`config.mk`:
```
export PLATFORM = sky130hd
export DESIGN_NAME = tlic_top
export DESIGN_NICKNAME = d
export VERILOG_FILES = /design/src/rtl/tlic_pkg.sv /design/src/rtl/tlic_top.sv
export SDC_FILE = /design/constraint.sdc
export NUM_CORES = 1
export LEC_CHECK = 0
export BUFFER_PORTS_ARGS = -buffer_cell sky130_fd_sc_hd__buf_2
export CAP_MARGIN = 20
export CORE_ASPECT_RATIO = 1.2
export CORE_UTILIZATION = 35
export DETAILED_ROUTE_END_ITERATION = 8
export PLACE_DENSITY = 0.67
export SYNTH_ARGS = -nofsm -noshare
export SYNTH_HDL_FRONTEND = slang
export SYNTH_SLANG_ARGS = --single-unit
```
`constraint.sdc`:
```
create_clock -name core_clk -period 7.7 [get_ports core_clk]
set_clock_uncertainty 0.1 [all_clocks]
set_input_delay 0 -clock core_clk [delete_from_list [all_inputs] [get_ports core_clk]]
set_output_delay 0 -clock core_clk [all_outputs]
set_load 0.02 [all_outputs]
```
`src/rtl/tlic_pkg.sv`:
```
//==========================================================================
//==========================================================================
package tlic_pkg;

   //=======================================================================
   // timing
   localparam int MC_CLOCKS = 4;   // system clocks per machine cycle
   localparam int MC_CNT_W  = 2;
   localparam int NUM_SRC   = 11;

   //=======================================================================
   // source order, highest first
   localparam int SRC_EXT0 = 0;
   localparam int SRC_T0   = 1;
   localparam int SRC_EXT1 = 2;
   localparam int SRC_T1   = 3;
   localparam int SRC_SER  = 4;
   localparam int SRC_EXT2 = 5;
   localparam int SRC_EXT3 = 6;
   localparam int SRC_CID  = 7;
   localparam int SRC_DIV  = 8;
   localparam int SRC_CMP  = 9;
   localparam int SRC_WDT  = 10;

   localparam logic [7:0] VECTOR [0:NUM_SRC-1] = '{
      8'h03, 8'h0b, 8'h13, 8'h1b, 8'h3b, 8'h43, 8'h4b, 8'h53, 8'h5b, 8'h63, 8'h6b};

   // sources whose flag hardware clears on the call (external 0/1 only in edge mode)
   localparam logic [NUM_SRC-1:0] HW_CLEARED = 11'h37f;

   //=======================================================================
   // register byte offsets
   localparam logic [5:0] OFS_TIMER_CTRL = 6'h00;
   localparam logic [5:0] OFS_EXT_FLAG   = 6'h04;
   localparam logic [5:0] OFS_PRI_EN     = 6'h08;
   localparam logic [5:0] OFS_EXT_EN     = 6'h0c;
   localparam logic [5:0] OFS_PRI_PRIO   = 6'h10;
   localparam logic [5:0] OFS_EXT_PRIO   = 6'h14;
   localparam logic [5:0] OFS_WDOG_CTRL  = 6'h18;
   localparam logic [5:0] OFS_SER_CTRL   = 6'h1c;
   localparam logic [5:0] OFS_CID_FLAGS  = 6'h20;
   localparam logic [5:0] OFS_STATUS     = 6'h24;

   //=======================================================================
   // field positions
   localparam int TC_EXT0_TT   = 0;
   localparam int TC_EXT0_PEND = 1;
   localparam int TC_EXT1_TT   = 2;
   localparam int TC_EXT1_PEND = 3;
   localparam int TC_T0_PEND   = 5;
   localparam int TC_T1_PEND   = 7;
   localparam int EF_EXT2      = 0;
   localparam int EF_EXT3      = 1;
   localparam int EF_CID       = 2;
   localparam int EF_DIV       = 3;
   localparam int EF_CMP       = 4;
   localparam int PE_EXT0      = 0;
   localparam int PE_T0        = 1;
   localparam int PE_EXT1      = 2;
   localparam int PE_T1        = 3;
   localparam int PE_SER       = 6;
   localparam int PE_GLOBAL    = 7;
   localparam int EE_W         = 6;   // ext2, ext3, cid, div, cmp, wdt at bits 0..5
   localparam int WD_PEND      = 3;
   localparam int SC_PEND      = 7;
   localparam int ST_IS_LO     = 0;
   localparam int ST_IS_HI     = 1;
   localparam int ST_VEC_LSB   = 8;

   localparam logic [7:0] RST_REG = 8'h00;

endpackage : tlic_pkg

```
`src/rtl/tlic_top.sv`:
```
// Implementation choices: register access over Avalon-MM and the address map.
`timescale 1ns/100ps
module tlic_top #(
   parameter int CID_FLAGS = 8
) (
   // clock and reset
   input  wire logic                 core_clk,
   input  wire logic                 reset,
   // avalon-mm slave
   input  wire logic [5:0]           avs_address,
   input  wire logic                 avs_read,
   input  wire logic                 avs_write,
   input  wire logic [31:0]          avs_writedata,
   input  wire logic [3:0]           avs_byteenable,
   output      logic [31:0]          avs_readdata,
   output      logic                 avs_waitrequest,
   // external request pins, active low
   input  wire logic                 ext_request_pin0_n,
   input  wire logic                 ext_request_pin1_n,
   input  wire logic                 ext_request_pin2_n,
   input  wire logic                 ext_request_pin3_n,
   // analog comparator result, asynchronous
   input  wire logic                 comparator_live_result,
   // peripheral events, one-cycle pulses on core_clk
   input  wire logic                 timer0_overflow,
   input  wire logic                 timer1_overflow,
   input  wire logic                 serial_event,
   input  wire logic                 divider_overflow,
   input  wire logic                 watchdog_timeout,
   input  wire logic [CID_FLAGS-1:0] caller_id_event,
   // cpu sequencer
   input  wire logic                 cpu_last_cycle,
   input  wire logic                 cpu_blocking_instr,
   input  wire logic                 cpu_return_from_interrupt,
   output      logic                 machine_cycle_tick,
   output      logic                 long_vector_call,
   output      logic [7:0]           call_vector,
   output      logic [1:0]           in_service
);

   localparam int N = tlic_pkg::NUM_SRC;

   //=======================================================================
   // machine cycle divider
   logic [tlic_pkg::MC_CNT_W-1:0] mc_cnt_r;
   logic                          tick_r;
   localparam logic [tlic_pkg::MC_CNT_W-1:0] MC_LAST =
      tlic_pkg::MC_CNT_W'(tlic_pkg::MC_CLOCKS - 1);

   always_ff @(posedge core_clk or posedge reset) begin
      if (reset) begin
         mc_cnt_r <= '0;
         tick_r   <= 1'b0;
      end else begin
         mc_cnt_r <= (mc_cnt_r == MC_LAST) ? '0 : mc_cnt_r + 1'b1;
         tick_r   <= (mc_cnt_r == MC_LAST);
      end
   end

   //=======================================================================
   // pin synchronisers and per-machine-cycle samples
   logic [3:0] pin_meta_r;
   logic [3:0] pin_sync_r;
   logic [3:0] pin_prev_r;
   logic [3:0] pin_raw;
   logic       cmp_meta_r;
   logic       cmp_sync_r;
   logic       cmp_prev_r;

   assign pin_raw = {ext_request_pin3_n, ext_request_pin2_n,
                     ext_request_pin1_n, ext_request_pin0_n};

   always_ff @(posedge core_clk or posedge reset) begin
      if (reset) begin
         pin_meta_r <= 4'hf;
         pin_sync_r <= 4'hf;
         cmp_meta_r <= 1'b0;
         cmp_sync_r <= 1'b0;
         cmp_prev_r <= 1'b0;
      end else begin
         pin_meta_r <= pin_raw;
         pin_sync_r <= pin_meta_r;
         cmp_meta_r <= comparator_live_result;
         cmp_sync_r <= cmp_meta_r;
         cmp_prev_r <= cmp_sync_r;
      end
   end

   // previous machine-cycle sample; a pulse shorter than a machine cycle may be missed
   always_ff @(posedge core_clk or posedge reset) begin
      if (reset) begin
         pin_prev_r <= 4'hf;
      end else if (tick_r) begin
         pin_prev_r <= pin_sync_r;
      end
   end

   logic [3:0] pin_fall;
   assign pin_fall = {4{tick_r}} & pin_prev_r & ~pin_sync_r;

   //=======================================================================
   // register bus: answer one cycle after the request is seen
   logic       wait_r;
   logic       wr_take;
   logic [7:0] wd;

   assign wr_take = avs_write & ~wait_r & avs_byteenable[0];
   assign wd      = avs_writedata[7:0];

   function automatic logic wr_hit(input logic [5:0] ofs);
      return wr_take && (avs_address == ofs);
   endfunction : wr_hit

   always_ff @(posedge core_clk or posedge reset) begin
      if (reset) begin
         wait_r <= 1'b1;
      end else begin
         wait_r <= ~((avs_read | avs_write) & wait_r);
      end
   end

   //=======================================================================
   // configuration registers
   logic [1:0]               trig_type_r;   // 1 = edge
   logic [7:0]               pri_en_r;
   logic [tlic_pkg::EE_W-1:0] ext_en_r;
   logic [7:0]               pri_prio_r;
   logic [tlic_pkg::EE_W-1:0] ext_prio_r;

   always_ff @(posedge core_clk or posedge reset) begin
      if (reset) begin
         trig_type_r <= 2'b00;
      end else if (wr_hit(tlic_pkg::OFS_TIMER_CTRL)) begin
         trig_type_r <= {wd[tlic_pkg::TC_EXT1_TT], wd[tlic_pkg::TC_EXT0_TT]};
      end
   end

   always_ff @(posedge core_clk or posedge reset) begin
      if (reset) begin
         pri_en_r   <= tlic_pkg::RST_REG;
         ext_en_r   <= '0;
         pri_prio_r <= tlic_pkg::RST_REG;
         ext_prio_r <= '0;
      end else begin
         if (wr_hit(tlic_pkg::OFS_PRI_EN))   pri_en_r   <= wd;
         if (wr_hit(tlic_pkg::OFS_EXT_EN))   ext_en_r   <= wd[tlic_pkg::EE_W-1:0];
         if (wr_hit(tlic_pkg::OFS_PRI_PRIO)) pri_prio_r <= wd;
         if (wr_hit(tlic_pkg::OFS_EXT_PRIO)) ext_prio_r <= wd[tlic_pkg::EE_W-1:0];
      end
   end

   logic [N-1:0] src_en;
   logic [N-1:0] src_hi;

   assign src_en = {ext_en_r, pri_en_r[tlic_pkg::PE_SER], pri_en_r[tlic_pkg::PE_T1],
                    pri_en_r[tlic_pkg::PE_EXT1], pri_en_r[tlic_pkg::PE_T0],
                    pri_en_r[tlic_pkg::PE_EXT0]};
   assign src_hi = {ext_prio_r, pri_prio_r[tlic_pkg::PE_SER], pri_prio_r[tlic_pkg::PE_T1],
                    pri_prio_r[tlic_pkg::PE_EXT1], pri_prio_r[tlic_pkg::PE_T0],
                    pri_prio_r[tlic_pkg::PE_EXT0]};

   //=======================================================================
   // caller-id flags: set by events, cleared only by software
   logic [CID_FLAGS-1:0] cid_r;

   always_ff @(posedge core_clk or posedge reset) begin
      if (reset) begin
         cid_r <= '0;
      end else if (wr_hit(tlic_pkg::OFS_CID_FLAGS)) begin
         cid_r <= wd[CID_FLAGS-1:0] | caller_id_event;
      end else begin
         cid_r <= cid_r | caller_id_event;
      end
   end

   //=======================================================================
   // software writes onto pending flags
   logic [N-1:0] sw_wr;
   logic [N-1:0] sw_val;

   always_comb begin
      sw_wr  = '0;
      sw_val = '0;
      if (wr_hit(tlic_pkg::OFS_TIMER_CTRL)) begin
         sw_wr[tlic_pkg::SRC_EXT0]  = 1'b1;
         sw_wr[tlic_pkg::SRC_T0]    = 1'b1;
         sw_wr[tlic_pkg::SRC_EXT1]  = 1'b1;
         sw_wr[tlic_pkg::SRC_T1]    = 1'b1;
         sw_val[tlic_pkg::SRC_EXT0] = wd[tlic_pkg::TC_EXT0_PEND];
         sw_val[tlic_pkg::SRC_T0]   = wd[tlic_pkg::TC_T0_PEND];
         sw_val[tlic_pkg::SRC_EXT1] = wd[tlic_pkg::TC_EXT1_PEND];
         sw_val[tlic_pkg::SRC_T1]   = wd[tlic_pkg::TC_T1_PEND];
      end
      if (wr_hit(tlic_pkg::OFS_EXT_FLAG)) begin
         sw_wr[tlic_pkg::SRC_EXT2]  = 1'b1;
         sw_wr[tlic_pkg::SRC_EXT3]  = 1'b1;
         sw_wr[tlic_pkg::SRC_DIV]   = 1'b1;
         sw_wr[tlic_pkg::SRC_CMP]   = 1'b1;
         sw_val[tlic_pkg::SRC_EXT2] = wd[tlic_pkg::EF_EXT2];
         sw_val[tlic_pkg::SRC_EXT3] = wd[tlic_pkg::EF_EXT3];
         sw_val[tlic_pkg::SRC_DIV]  = wd[tlic_pkg::EF_DIV];
         sw_val[tlic_pkg::SRC_CMP]  = wd[tlic_pkg::EF_CMP];
      end
      if (wr_hit(tlic_pkg::OFS_WDOG_CTRL)) begin
         sw_wr[tlic_pkg::SRC_WDT]   = 1'b1;
         sw_val[tlic_pkg::SRC_WDT]  = wd[tlic_pkg::WD_PEND];
      end
      if (wr_hit(tlic_pkg::OFS_SER_CTRL)) begin
         sw_wr[tlic_pkg::SRC_SER]   = 1'b1;
         sw_val[tlic_pkg::SRC_SER]  = wd[tlic_pkg::SC_PEND];
      end
   end

   //=======================================================================
   // hardware set and clear of pending flags
   logic [N-1:0] hw_set;
   logic [N-1:0] hw_clr;
   logic [N-1:0] svc_onehot;   // source being vectored this cycle
   logic [1:0]   lvl_low;
   logic [1:0]   lvl_high;

   assign lvl_low  = {2{tick_r}} & ~trig_type_r & ~pin_sync_r[1:0];
   assign lvl_high = {2{tick_r}} & ~trig_type_r &  pin_sync_r[1:0];

   always_comb begin
      hw_set = '0;
      hw_set[tlic_pkg::SRC_EXT0] = (trig_type_r[0] & pin_fall[0]) | lvl_low[0];
      hw_set[tlic_pkg::SRC_T0]   = timer0_overflow;
      hw_set[tlic_pkg::SRC_EXT1] = (trig_type_r[1] & pin_fall[1]) | lvl_low[1];
      hw_set[tlic_pkg::SRC_T1]   = timer1_overflow;
      hw_set[tlic_pkg::SRC_SER]  = serial_event;
      hw_set[tlic_pkg::SRC_EXT2] = pin_fall[2];
      hw_set[tlic_pkg::SRC_EXT3] = pin_fall[3];
      hw_set[tlic_pkg::SRC_DIV]  = divider_overflow;
      hw_set[tlic_pkg::SRC_CMP]  = cmp_sync_r & ~cmp_prev_r;
      hw_set[tlic_pkg::SRC_WDT]  = watchdog_timeout;
   end

   always_comb begin
      // level-mode external flags are not cleared by the call, they follow the pin
      hw_clr = svc_onehot & tlic_pkg::HW_CLEARED;
      hw_clr[tlic_pkg::SRC_EXT0] = (svc_onehot[tlic_pkg::SRC_EXT0] & trig_type_r[0])
                                   | lvl_high[0];
      hw_clr[tlic_pkg::SRC_EXT1] = (svc_onehot[tlic_pkg::SRC_EXT1] & trig_type_r[1])
                                   | lvl_high[1];
   end

   // set wins over a simultaneous clear; software write beats a service clear
   logic [N-1:0] pend_r;

   always_ff @(posedge core_clk or posedge reset) begin
      if (reset) begin
         pend_r <= '0;
      end else begin
         for (int i = 0; i < N; i++) begin
            if (hw_set[i])      pend_r[i] <= 1'b1;
            else if (sw_wr[i])  pend_r[i] <= sw_val[i];
            else if (hw_clr[i]) pend_r[i] <= 1'b0;
         end
      end
   end

   logic [N-1:0] src_flag;
   always_comb begin
      src_flag = pend_r;
      src_flag[tlic_pkg::SRC_CID] = |cid_r;
   end

   //=======================================================================
   // poll and priority resolution
   function automatic logic [4:0] first_set(input logic [N-1:0] v);
      logic [4:0] r;
      r = '0;
      for (int i = N - 1; i >= 0; i--) begin
         if (v[i]) r = {1'b1, 4'(i)};
      end
      return r;
   endfunction : first_set

   logic [N-1:0] req;
   logic [N-1:0] req_hi;
   logic [N-1:0] req_lo;
   logic [4:0]   pick_hi;
   logic [4:0]   pick_lo;
   logic [1:0]   is_r;   // [1] high level, [0] low level
   logic         take;
   logic         take_hi;
   logic [3:0]   take_idx;

   // flags are read live at the poll, nothing is held for a later poll
   assign req     = src_flag & src_en & {N{pri_en_r[tlic_pkg::PE_GLOBAL]}};
   assign req_hi  = req & src_hi;
   assign req_lo  = req & ~src_hi;
   assign pick_hi = first_set(req_hi);
   assign pick_lo = first_set(req_lo);

   always_comb begin
      take_hi  = pick_hi[4] & ~is_r[1];
      take     = tick_r & cpu_last_cycle & ~cpu_blocking_instr &
                 (take_hi | (pick_lo[4] & ~is_r[1] & ~is_r[0]));
      take_idx = take_hi ? pick_hi[3:0] : pick_lo[3:0];
      svc_onehot = '0;
      if (take) svc_onehot[take_idx] = 1'b1;
   end

   //=======================================================================
   // in-service tracking and call to the sequencer
   logic       call_r;
   logic [7:0] vec_r;

   always_ff @(posedge core_clk or posedge reset) begin
      if (reset) begin
         is_r <= 2'b00;
      end else begin
         // a return clears the high level when it is marked, otherwise the low level
         if (cpu_return_from_interrupt) begin
            if (is_r[1]) is_r[1] <= 1'b0;
            else         is_r[0] <= 1'b0;
         end
         if (take) is_r[take_hi ? 1 : 0] <= 1'b1;
      end
   end

   always_ff @(posedge core_clk or posedge reset) begin
      if (reset) begin
         call_r <= 1'b0;
         vec_r  <= 8'h00;
      end else begin
         call_r <= take;
         if (take) vec_r <= tlic_pkg::VECTOR[take_idx];
      end
   end

   //=======================================================================
   // read path
   logic [31:0] rd_mux;
   logic [31:0] rd_r;

   always_comb begin
      rd_mux = 32'h0000_0000;
      unique case (avs_address)
         tlic_pkg::OFS_TIMER_CTRL: begin
            rd_mux[tlic_pkg::TC_EXT0_TT]   = trig_type_r[0];
            rd_mux[tlic_pkg::TC_EXT0_PEND] = pend_r[tlic_pkg::SRC_EXT0];
            rd_mux[tlic_pkg::TC_EXT1_TT]   = trig_type_r[1];
            rd_mux[tlic_pkg::TC_EXT1_PEND] = pend_r[tlic_pkg::SRC_EXT1];
            rd_mux[tlic_pkg::TC_T0_PEND]   = pend_r[tlic_pkg::SRC_T0];
            rd_mux[tlic_pkg::TC_T1_PEND]   = pend_r[tlic_pkg::SRC_T1];
         end
         tlic_pkg::OFS_EXT_FLAG: begin
            rd_mux[tlic_pkg::EF_EXT2] = pend_r[tlic_pkg::SRC_EXT2];
            rd_mux[tlic_pkg::EF_EXT3] = pend_r[tlic_pkg::SRC_EXT3];
            rd_mux[tlic_pkg::EF_CID]  = src_flag[tlic_pkg::SRC_CID];
            rd_mux[tlic_pkg::EF_DIV]  = pend_r[tlic_pkg::SRC_DIV];
            rd_mux[tlic_pkg::EF_CMP]  = pend_r[tlic_pkg::SRC_CMP];
         end
         tlic_pkg::OFS_PRI_EN:    rd_mux[7:0] = pri_en_r;
         tlic_pkg::OFS_EXT_EN:    rd_mux[tlic_pkg::EE_W-1:0] = ext_en_r;
         tlic_pkg::OFS_PRI_PRIO:  rd_mux[7:0] = pri_prio_r;
         tlic_pkg::OFS_EXT_PRIO:  rd_mux[tlic_pkg::EE_W-1:0] = ext_prio_r;
         tlic_pkg::OFS_WDOG_CTRL: rd_mux[tlic_pkg::WD_PEND] = pend_r[tlic_pkg::SRC_WDT];
         tlic_pkg::OFS_SER_CTRL:  rd_mux[tlic_pkg::SC_PEND] = pend_r[tlic_pkg::SRC_SER];
         tlic_pkg::OFS_CID_FLAGS: rd_mux[CID_FLAGS-1:0] = cid_r;
         tlic_pkg::OFS_STATUS: begin
            rd_mux[tlic_pkg::ST_IS_LO] = is_r[0];
            rd_mux[tlic_pkg::ST_IS_HI] = is_r[1];
            rd_mux[tlic_pkg::ST_VEC_LSB +: 8] = vec_r;
         end
         default: rd_mux = 32'h0000_0000;
      endcase
   end

   always_ff @(posedge core_clk or posedge reset) begin
      if (reset) begin
         rd_r <= 32'h0000_0000;
      end else if (avs_read & wait_r) begin
         rd_r <= rd_mux;
      end
   end

   //=======================================================================
   // outputs
   assign avs_readdata       = rd_r;
   assign avs_waitrequest    = wait_r;
   assign machine_cycle_tick = tick_r;
   assign long_vector_call   = call_r;
   assign call_vector        = vec_r;
   assign in_service         = is_r;

endmodule : tlic_top

```
Word-level counts from Yosys, hierarchy flattened:

Memories as Yosys holds them, arrays and structs flattened. A register that Yosys moved wholly into a read port is not among the register bits.
Index checks and enable logic that the tools add are counted.

* add/sub/neg operators: 1
* order comparisons: 4
* eq/ne operators: 10
* multiplexer cells: 80
* bitwise gates (word level): 44
* reductions and logical operators: 23

Operators by type and width (count)
* 2-to-1 mux 5 bit: 22
* bitwise AND 11 bit: 4
* 2-to-1 mux 1 bit: 37
* nonzero test 3 bit: 9
* == test 6 x 5 -> 1 bit, second input constant: 4
* 2-to-1 mux 8 bit: 2
* bitwise OR 8 bit: 2
* one-hot mux 2 bit (8 select lines): 1
* bitwise AND 1 bit: 15
* == test 6 x 4 -> 1 bit, second input constant: 2
* == test 6 bit, second input constant: 2
* 2-to-1 mux 2 bit: 6
* 2-to-1 mux 4 bit: 3
* one-hot mux 1 bit (6 select lines): 2
* logical AND 1 bit: 11
* inverter 11 bit: 1
* 2-to-1 mux 10 bit: 1
* bitwise AND 4 bit: 2
* one-hot mux 1 bit (8 select lines): 1
* OR reduction 8 bit: 1
* one-hot mux 1 bit (7 select lines): 1
* bitwise AND 2 bit: 3
* == test 6 x 3 -> 1 bit, second input constant: 1
* logical NOT 6 bit: 1
* other kinds (17): 28

* register bits: 86
* ROM bits: 128
* output and inout bits: 45
* memories: 1

Memory list
* (no name shown): words 16, bits a word 8, read ports 1, clocked after Yosys merged registers in 1, write ports 0, line tlic_top.sv:330 `if (take) vec_r <= tlic_pkg::VECTOR[take_idx];`

Longest topological paths before layout:

Gate-level depths: netlist of the first run.

* depth in word-level cells: 27
* gate-level depth with buffers: 12

Worst setup path before layout of the first run:

OpenSTA, ideal clock, no wires.

* path type: register to register
* start point: register cid_r[4]
* end point: register vec_r[5], in the netlist call_vector[5]
* setup time: 0.125 ns
* data arrival time: 2.363 ns
* path slack: 5.113 ns
* stages on the path, launching flop included: 9
* path buffers: 0
* path through: dfrtp_1 > nor4_4 > a21oi_2 > o41a_1 > a211oi_1 > nor2_1 > ha_1 > mux2i_1 > mux2_2

* word-level cells in the longest chain between the ends: 16
* elaborated cells between the ends (all ways): 28

Ends and longest elaborated chain
* start: declaration: line tlic_top.sv:164 `logic [CID_FLAGS-1:0] cid_r;`
* start signal: assignment: line tlic_top.sv:170 `cid_r <= wd[CID_FLAGS-1:0] | caller_id_event;`
* start signal: assignment: line tlic_top.sv:172 `cid_r <= cid_r | caller_id_event;`
* OR reduction 8 bit (*): line tlic_top.sv:266 `src_flag[tlic_pkg::SRC_CID] = |cid_r;`
* bitwise AND 11 bit (*) (2 in a row): line tlic_top.sv:291 `assign req = src_flag & src_en & {N{pri_en_r[tlic_pkg::PE_GLOBAL]}};`
* bitwise AND 11 bit: line tlic_top.sv:293 `assign req_lo = req & ~src_hi;`
* 2-to-1 mux 5 bit (8 in a row): line tlic_top.sv:275 `if (v[i]) r = {1'b1, 4'(i)};`
* bitwise AND 1 bit (2 in a row): line tlic_top.sv:300 `(take_hi | (pick_lo[4] & ~is_r[1] & ~is_r[0]));`
* bitwise OR 1 bit: line tlic_top.sv:300
* bitwise AND 1 bit: line tlic_top.sv:299 `take = tick_r & cpu_last_cycle & ~cpu_blocking_instr &`
* end: declaration: line tlic_top.sv:309 `logic [7:0] vec_r;`

Mark *: on every way between the ends. The rest lies on a longest branch, timed or not.
A chain may end at the register's enable or synchronous reset.

Worst setup path in the final report of the first run:

* start point: register pri_en_r[7]
* end point: register pend_r[4]

* word-level cells in the longest chain between the ends: 21
* elaborated cells between the ends (all ways): 38

Ends and longest elaborated chain
* start: declaration: line tlic_top.sv:125 `logic [7:0] pri_en_r;`
* start signal: assignment: line tlic_top.sv:140 `pri_en_r <= tlic_pkg::RST_REG;`
* start signal: assignment: line tlic_top.sv:145 `if (wr_hit(tlic_pkg::OFS_PRI_EN)) pri_en_r <= wd;`
* bitwise AND 11 bit (*): line tlic_top.sv:291
* bitwise AND 11 bit: line tlic_top.sv:292 `assign req_hi = req & src_hi;`
* 2-to-1 mux 5 bit (11 in a row): line tlic_top.sv:275
* bitwise AND 1 bit: line tlic_top.sv:298 `take_hi = pick_hi[4] & ~is_r[1];`
* 2-to-1 mux 4 bit: line tlic_top.sv:301 `take_idx = take_hi ? pick_hi[3:0] : pick_lo[3:0];`
* < comparator 4 x 5 -> 1 bit (implied by the code) / >= comparator 4 x 1 -> 1 bit (equally long branches): line tlic_top.sv:303 `if (take) svc_onehot[take_idx] = 1'b1;`
* logical AND 1 bit (implied by the code): line tlic_top.sv:303
* 2-to-1 mux 1 bit (implied by the code): line tlic_top.sv:303
* demux 1 bit (select 4 bit): line tlic_top.sv:303
* 2-to-1 mux 10 bit (*): line tlic_top.sv:303
* nonzero test 3 bit (no line) (*)
* end signal: indexed assignment: line tlic_top.sv:257 `else if (sw_wr[i]) pend_r[i] <= sw_val[i];`
* end: declaration: line tlic_top.sv:249 `logic [N-1:0] pend_r;`

Marked as above.

==> flow_metrics.py, run 1 <==
metrics = {
    "detailed_routing": {
        "drtIter0Drc": 257,
        "drc_errors": 0,
        "drt_first_pass_iters": 5,
        "postRouteAntennaNets": 0,
        "avgViaCountPerCell": 5.52,
        "routed_wl_mm": 13.3,
        "vias": 3967,
        "route.detailed.wl_per_inst_um": 18.5,
    },
    "clocking": {
        "cts_inserted_buffers": 9,
        "cts_tree": "built",
        "cts_root_buffer": "clkbuf_16",
        "cts_setup_buffers": 0,
        "post_cts_resized": 0,
        "postCtsHoldBufs": 42,
        "clockBufferDepth": 2,
        "worst_skew_pair.late_latency_ns": 0.34,
        "worst_setup_hold_path_clk_slew_ns": 0.06,
        "htree_levels": 3,
        "clkSinkCount": 88,
    },
    "synth": {
        "synthesis.area_sq_um": 4750,
        "syn_avg_cell_area_sq_um": 10.7,
        "post-synth-top-area-fraction": 0.395,
        "async_flop_share": 1.00,
        "syn-instance-count": 445,
        "synth.area.top_cells": "dfrtp_1 40%, mux2_2 8.3%, dfstp_2 7.2%",
        "post_synth_most_frequent_cells": "75 x dfrtp_1, 63 x nand2_1, 35 x mux2_2",
        "synth.yosys.seq_area_share": 0.467,
        "synth_largest_area_cell": "dfrtp_1",
        "synth-warning-count": 0,
        "synth_most_common_cell": "dfrtp_1",
        "netlist-cell-type-count": 73,
        "synth_flop_cell": "dfrtp_1",
        "yosys_register_bits": 88,
        "synth_edf_count": 0,
    },
    "timing": {
        "maxSlewViolCount": 0,
        "fin_ws_ns": 3.83,
        "final-hold-violation-count": 0,
        "finalSetupViolCount": 0,
        "fmax_mhz": 258,
        "tns_ns": 0,
        "maxSlewHeadroom": 0.390,
        "grt_setup_unrepaired": "false",
        "final.period_utilization": 0.503,
        "minimum_clock_period_ns": 3.87,
        "tightestPinTransition_ns": 0.907,
    },
    "setup_path": {
        "regToRegStartpoint": "pri_en_r[7]",
        "setup.reg_to_reg.worst_slack_ns": 3.83,
        "worstReg2RegEnd": "pend_r[4]",
        "worstSetupPathType": "register to register",
        "cells_on_worst_reg2reg_path": 10,
        "critPathCaptureType": "register",
        "worstPathRequired_ns": 7.88,
        "crit_path_max_fanout": 29,
        "worstPathArrival_ns": 4.05,
        "cp-start-kind": "register",
    },
    "final_layout": {
        "area_growth_pct": 23.0,
        "fin_util": 0.441,
        "antennaDiodeCount": 0,
        "drive_above_1_share": 0.278,
        "finish.net_count": 618,
    },
    "placement": {
        "port_buffers": 64,
        "pre_cts_slack_ns": 4.40,
        "routabilityCongestion": 0.874,
        "dp_hpwl_mm": 9.99,
    },
    "pwr": {
        "max-vdd-ir-drop_mv": 0.115,
        "design_power_total_mw": 1.03,
        "power_density_of_the_placed_cells_nw_per_um2": 177,
        "static-leakage-power_nw": 2.62,
    },
    "floorplanning": {
        "floorplan.die_area_sq_um": 14000,
        "initial_core_util": 0.359,
        "std_cell_rows": 46,
        "coreArea_sq_um": 13200,
        "floorplan.io_pins": 112,
        "die_span_x_um": 108,
        "die_y_um": 130,
    },
    "grt": {
        "grt_start_max_net_pins": 46,
        "grt_first_pass_wirelength_mm": 20.8,
        "overflow": 0,
        "antenna_found_initial": 0,
        "global_route.usage.total": 0.200,
        "grt_pass1_vias": 3914,
    },
    "status": {
        "status": "finished, final reports clean",
    },
    "min_path": {
        "hp-start": "cpu_blocking_instr",
        "hold_end": "long_vector_call",
        "hold_class": "primary input to register",
        "hold_depth": 4,
    },
    "job": {
        "maxCapViolations": 0,
    },
}
[critical path, cell delays in order, from the launching register on]
cell	delay [ns]
dfrtp_1	0.91
nand4_1	0.41
nand4_1	0.34
o41ai_1	0.12
or3_1	0.42
nand2_1	0.15
inv_1	0.09
ha_1	0.30
a311oi_1	0.27
a211o_1	0.14
dlygate4sd3_1	0.54
[per-layer routing]
metal	vias to the layer above	part of all wire	track usage
li1	1841	-	-
met1	1946	0.40	0.236
met2	152	0.51	0.344
met3	28	0.057	0.0347
met4	0	0.032	0.110
met5	-	0	0
[layout by cell type, fill, tap and decap left out, types with 3 or more instances in the layout]
master         Yosys  routed
a211o_1            3       3
a211oi_1           7       7
a21oi_1            6       6
a221oi_1           4       4
a222oi_1           4       4
a22oi_1            6       6
a31oi_1            6       6
and2_1             3       3
and3_1             4       4
and4_1             3       3
and4b_1            8       8
buf_2              2      64
clkbuf_16          0      10
conb_1             1      20
dfrtp_1           75      75
dfstp_2           13      13
dlygate4sd3_1      0      42
ha_1               5       5
inv_1             10       9
mux2_2            35      35
mux2i_1            4       4
nand2_1           63      63
nand3_1            9       9
nand3b_1          10      10
nand4_1           14      14
nand4b_1           4       4
nor2_1            14      14
nor3_1             8       8
nor4_2             3       3
nor4_4             4       4
o211ai_1           6       6
o21ai_0           24      24
o22ai_1            3       3
or2_2              3       3
or3_1              3       3
[final cells by class]
cell class | instances | area, sq um
fillers | 1259 | 7400
multi-input cells | 330 | 2320
flip-flops and latches | 88 | 2220
repair buffers | 107 | 748
clock buffers | 13 | 282
well taps | 168 | 210
inverters | 10 | 38.8
clock inverters | 3 | 21.3
[logic make-up (layout without fill, tap and decap cells)]
| group | count (synthesis) | in the layout | share of synthesized area |
|---|---|---|---|
| AO/OA/AOI/OAI | 95 | 95 | 0.145 |
| adder cells (fa/ha/maj) | 5 | 5 | 0.0132 |
| buffers and inverters | 46 | 133 | 0.0590 |
| flip-flops | 88 | 88 | 0.467 |
| multiplexers | 39 | 39 | 0.0915 |
| other | 1 | 20 | 0.000790 |
| AND/OR/NAND/NOR | 171 | 171 | 0.223 |
[report_power, final]
group / total [mW] / internal (mW) / switching, mW
sequential: 0.500 / 0.482 / 0.0176
clock: 0.438 / 0.257 / 0.181
combinational: 0.0935 / 0.0380 / 0.0555
[sequential cells by signal, summed over array words and instances (netlist names)]
name and flops:
avs_readdata 13, avs_waitrequest 1, call_vector 5, cid_r 8, cmp_meta_r 1, cmp_prev_r 1
cmp_sync_r 1, ext_en_r 6, ext_prio_r 6, in_service 2, long_vector_call 1, machine_cycle_tick 1
mc_cnt_r 2, pend_r 10, pin_meta_r 4, pin_prev_r 4, pin_sync_r 4, pri_en_r 8
pri_prio_r 8, trig_type_r 2
[stage by stage]
| step | hold WS [ns] | cell area [sq um] | std cells |
|---|---|---|---|
| global placement | 0.00724 | 5110 | 661 |
| global route | 0.0468 | 5840 | 719 |
| floorplan | -0.0955 | 4820 | 464 |
| detailed placement | 0.00618 | 5110 | 661 |
| finish | 0.00293 | 5840 | 719 |
| CTS | 0.00487 | 5840 | 719 |
[worst max path at each step]
stage                     start        endpoint  slack [ns]  cells after the start
finish              pri_en_r[7]       pend_r[4]        3.83                     10
global route        pri_en_r[7]       pend_r[4]        3.61                     10
CTS                 pri_en_r[7]       pend_r[4]        3.93                     10
detailed placement  pri_en_r[7]       pend_r[1]        4.40                      8
floorplan              cid_r[4]  call_vector[5]        5.11                      8
global placement    pri_en_r[7]       pend_r[1]        4.50                      8
Power figures use the tool's default switching activity.
==> run 2: changes to the inputs <==
--- a/config.mk
+++ b/config.mk
@@ -5,6 +5,7 @@
 export SDC_FILE = /design/constraint.sdc
 export NUM_CORES = 1
 export LEC_CHECK = 0
+export ABC_AREA = 1
 export BUFFER_PORTS_ARGS = -buffer_cell sky130_fd_sc_hd__buf_2
 export CAP_MARGIN = 20
 export CORE_ASPECT_RATIO = 1.2
==> constraint.sdc (replaced) <==
create_clock -name core_clk -period 4.04 [get_ports core_clk]
set_clock_uncertainty 0.1 [all_clocks]
set_input_delay 0 -clock core_clk [delete_from_list [all_inputs] [get_ports core_clk]]
set_output_delay 0 -clock core_clk [all_outputs]
set_load 0.02 [all_outputs]
==> flow_metrics.py, run 2 <==
metrics = {
    "final_layout": {
        "flip_flop_count_of_the_largest_register_after_layout": 13,
        "drive_above_1_share": 0.206,
        "leading_cell_type_in_the_layout_fill_and_taps_excluded": "nand2_1",
        "area_growth_pct": 23.0,
        "antennaDiodeCount": 0,
        "postLayoutCellArea_sq_um": 5720,
        "fill_cells": 1263,
        "layout.cells.most_common_list": "138 x nand2_1, 75 x dfrtp_1, 64 x buf_2, 60 x inv_1, 57 x o21ai_0",
        "finish.net_count": 743,
    },
    "floorplanning": {
        "floorplan.die_area_sq_um": 13800,
        "coreArea_sq_um": 12800,
        "floorplan.io_pins": 112,
        "die_y_um": 128,
        "die_span_x_um": 107,
        "initial_core_util": 0.364,
        "std_cell_rows": 45,
    },
    "placement": {
        "port_buffers": 64,
        "routabilityCongestion": 0.888,
        "dp_hpwl_mm": 10.3,
        "detailed_place.area_sq_um": 5030,
    },
    "grt": {
        "grt_pass1_vias": 4176,
        "overflow": 0,
        "global_route.usage.total": 0.215,
        "antenna_found_initial": 0,
        "grt_first_pass_wirelength_mm": 22.3,
        "grt_start_max_net_pins": 51,
    },
    "setup_path": {
        "worstPathArrival_ns": 3.43,
        "worstSetupPathType": "register to register",
        "crit_path_max_fanout": 20,
        "worstPathRequired_ns": 4.18,
        "cp-start-kind": "register",
        "critPathCaptureType": "register",
    },
    "timing": {
        "tns_ns": 0,
        "maxSlewViolCount": 0,
        "maxSlewHeadroom": 0.406,
        "final.period_utilization": 0.814,
        "grt_setup_unrepaired": "false",
        "final-hold-violation-count": 0,
        "fmax_mhz": 304,
        "tightestPinTransition_ns": 0.891,
        "minimum_clock_period_ns": 3.29,
        "finalSetupViolCount": 0,
    },
    "pwr": {
        "static-leakage-power_nw": 2.79,
        "share_clk_of_total_power": 0.426,
        "cell_internal_pwr_mw": 1.46,
        "power.share.switching": 0.272,
        "p_comb_frac": 0.094,
        "max-vdd-ir-drop_mv": 0.167,
        "power_density_of_the_placed_cells_nw_per_um2": 351,
        "power.switching_mw": 0.546,
        "design_power_total_mw": 2.01,
        "sequentialPowerShare": 0.480,
    },
    "synth": {
        "synth-warning-count": 0,
        "syn_avg_cell_area_sq_um": 8.14,
        "synth_most_common_cell": "nand2_1",
        "async_flop_share": 1.00,
        "post-synth-top-area-fraction": 0.404,
        "post_synth_most_frequent_cells": "138 x nand2_1, 75 x dfrtp_1, 61 x inv_1",
        "yosys_register_bits": 88,
        "synth_flop_cell": "dfrtp_1",
        "synth.yosys.seq_area_share": 0.477,
        "synth_edf_count": 0,
        "netlist-cell-type-count": 46,
        "synthesis.area_sq_um": 4650,
        "synth.area.top_cells": "dfrtp_1 40%, nand2_1 11%, dfstp_2 7.3%",
        "syn-instance-count": 571,
        "synth_largest_area_cell": "dfrtp_1",
    },
    "clocking": {
        "cts_setup_buffers": 0,
        "htree_levels": 3,
        "worst_skew_pair.late_latency_ns": 0.35,
        "cts_tree": "built",
        "cts_root_buffer": "clkbuf_16",
        "worst_setup_hold_path_clk_slew_ns": 0.07,
        "clockBufferDepth": 2,
        "cts_inserted_buffers": 9,
        "clkSinkCount": 88,
    },
    "detailed_routing": {
        "route.detailed.wl_per_inst_um": 16.5,
        "drc_errors": 0,
        "vias": 4210,
        "drtIter0Drc": 324,
        "postRouteAntennaNets": 0,
        "routed_wl_mm": 13.9,
        "avgViaCountPerCell": 5.01,
        "drt_first_pass_iters": 5,
    },
    "status": {
        "status": "finished, final reports clean",
    },
    "min_path": {
        "hold_class": "primary input to register",
    },
    "job": {
        "maxCapViolations": 0,
    },
}
## run 2: cell type report
type,instances,area (sq um),share of cell area
clock buffer,10,250,0.0437
multi-input combinational,392,1990,0.348
inverter,77,290,0.0507
timing repair buffer,103,708,0.124
sequential,88,2220,0.388
tap,164,205,0.0359
clock inverter,6,57.6,0.0101
## run 2: path summary, 6_finish.rpt
check,start,to,slack (ns),depth (start not counted)
min in group asynchronous,reset,cid_r[2],0.26,3
worst max-delay path,pri_en_r[7],pend_r[3],0.75,13
worst max register to register,pri_en_r[7],pend_r[3],0.75,13
max in group asynchronous,reset,pin_prev_r[2],2.56,4
worst min-delay path,avs_writedata[3],pri_en_r[3],0.02,3
worst min register to register,cmp_meta_r,cmp_sync_r,0.25,0
## run 2: worst max-delay path, cell delays in order (launching register included)
cell and delay (ns):
dfrtp_1 0.87, nand3_1 0.27, nor2_1 0.23, inv_1 0.06, nor2_1 0.11, o21ai_0 0.12
nand3_1 0.08, nand2_1 0.08, o21ai_2 0.20, ha_1 0.20, nand2_1 0.06, o21ai_1 0.15
nand3b_1 0.08, dlygate4sd3_1 0.55
## run 2: per-stage QoR
stage,util,setup WS [ns],std cells,hold slack (ns)
finish,0.448,0.751,840,0.0232
global route,0.448,0.509,840,0.0422
CTS,0.448,0.817,840,0.0319
detailed placement,0.394,1.04,786,0.00648
global placement,0.394,1.15,786,0.00467
floorplan,-,1.68,590,-0.0955
## run 2: timing repair
item,in CTS,in global routing
hold buffers,38,0
gates resized for setup,0,0
endpoints found under the hold margin,94,0
## run 2: cells by family after synthesis
logic type               after synthesis  synth area share
AO/OA/AOI/OAI                        110             0.140
adder cells (fa/ha/maj)                5            0.0135
buffers and inverters                110             0.110
flip-flops                            88             0.477
other                                  1          0.000806
AND/OR/NAND/NOR                      257             0.259
## run 2: metal layers
metal	vias to the layer above	part of all wire	track usage
met5	-	0	0
met4	0	0.018	0.0741
met3	20	0.039	0.0280
met2	124	0.51	0.381
met1	2029	0.43	0.267
li1	2037	-	-
## run 2: power groups by stage
| stage | registers [mW] | logic (mW) | clock network (mW) |
|---|---|---|---|
| 3_3_place_gp | 0.977 | 0.163 | 0 |
| 4_1_cts | 0.962 | 0.191 | 0.860 |
| 5_1_grt | 0.966 | 0.210 | 0.900 |
| 2_1_floorplan | 0.976 | 0.110 | 0 |
| 3_5_place_dp | 0.979 | 0.167 | 0 |
| 6_report | 0.963 | 0.189 | 0.854 |
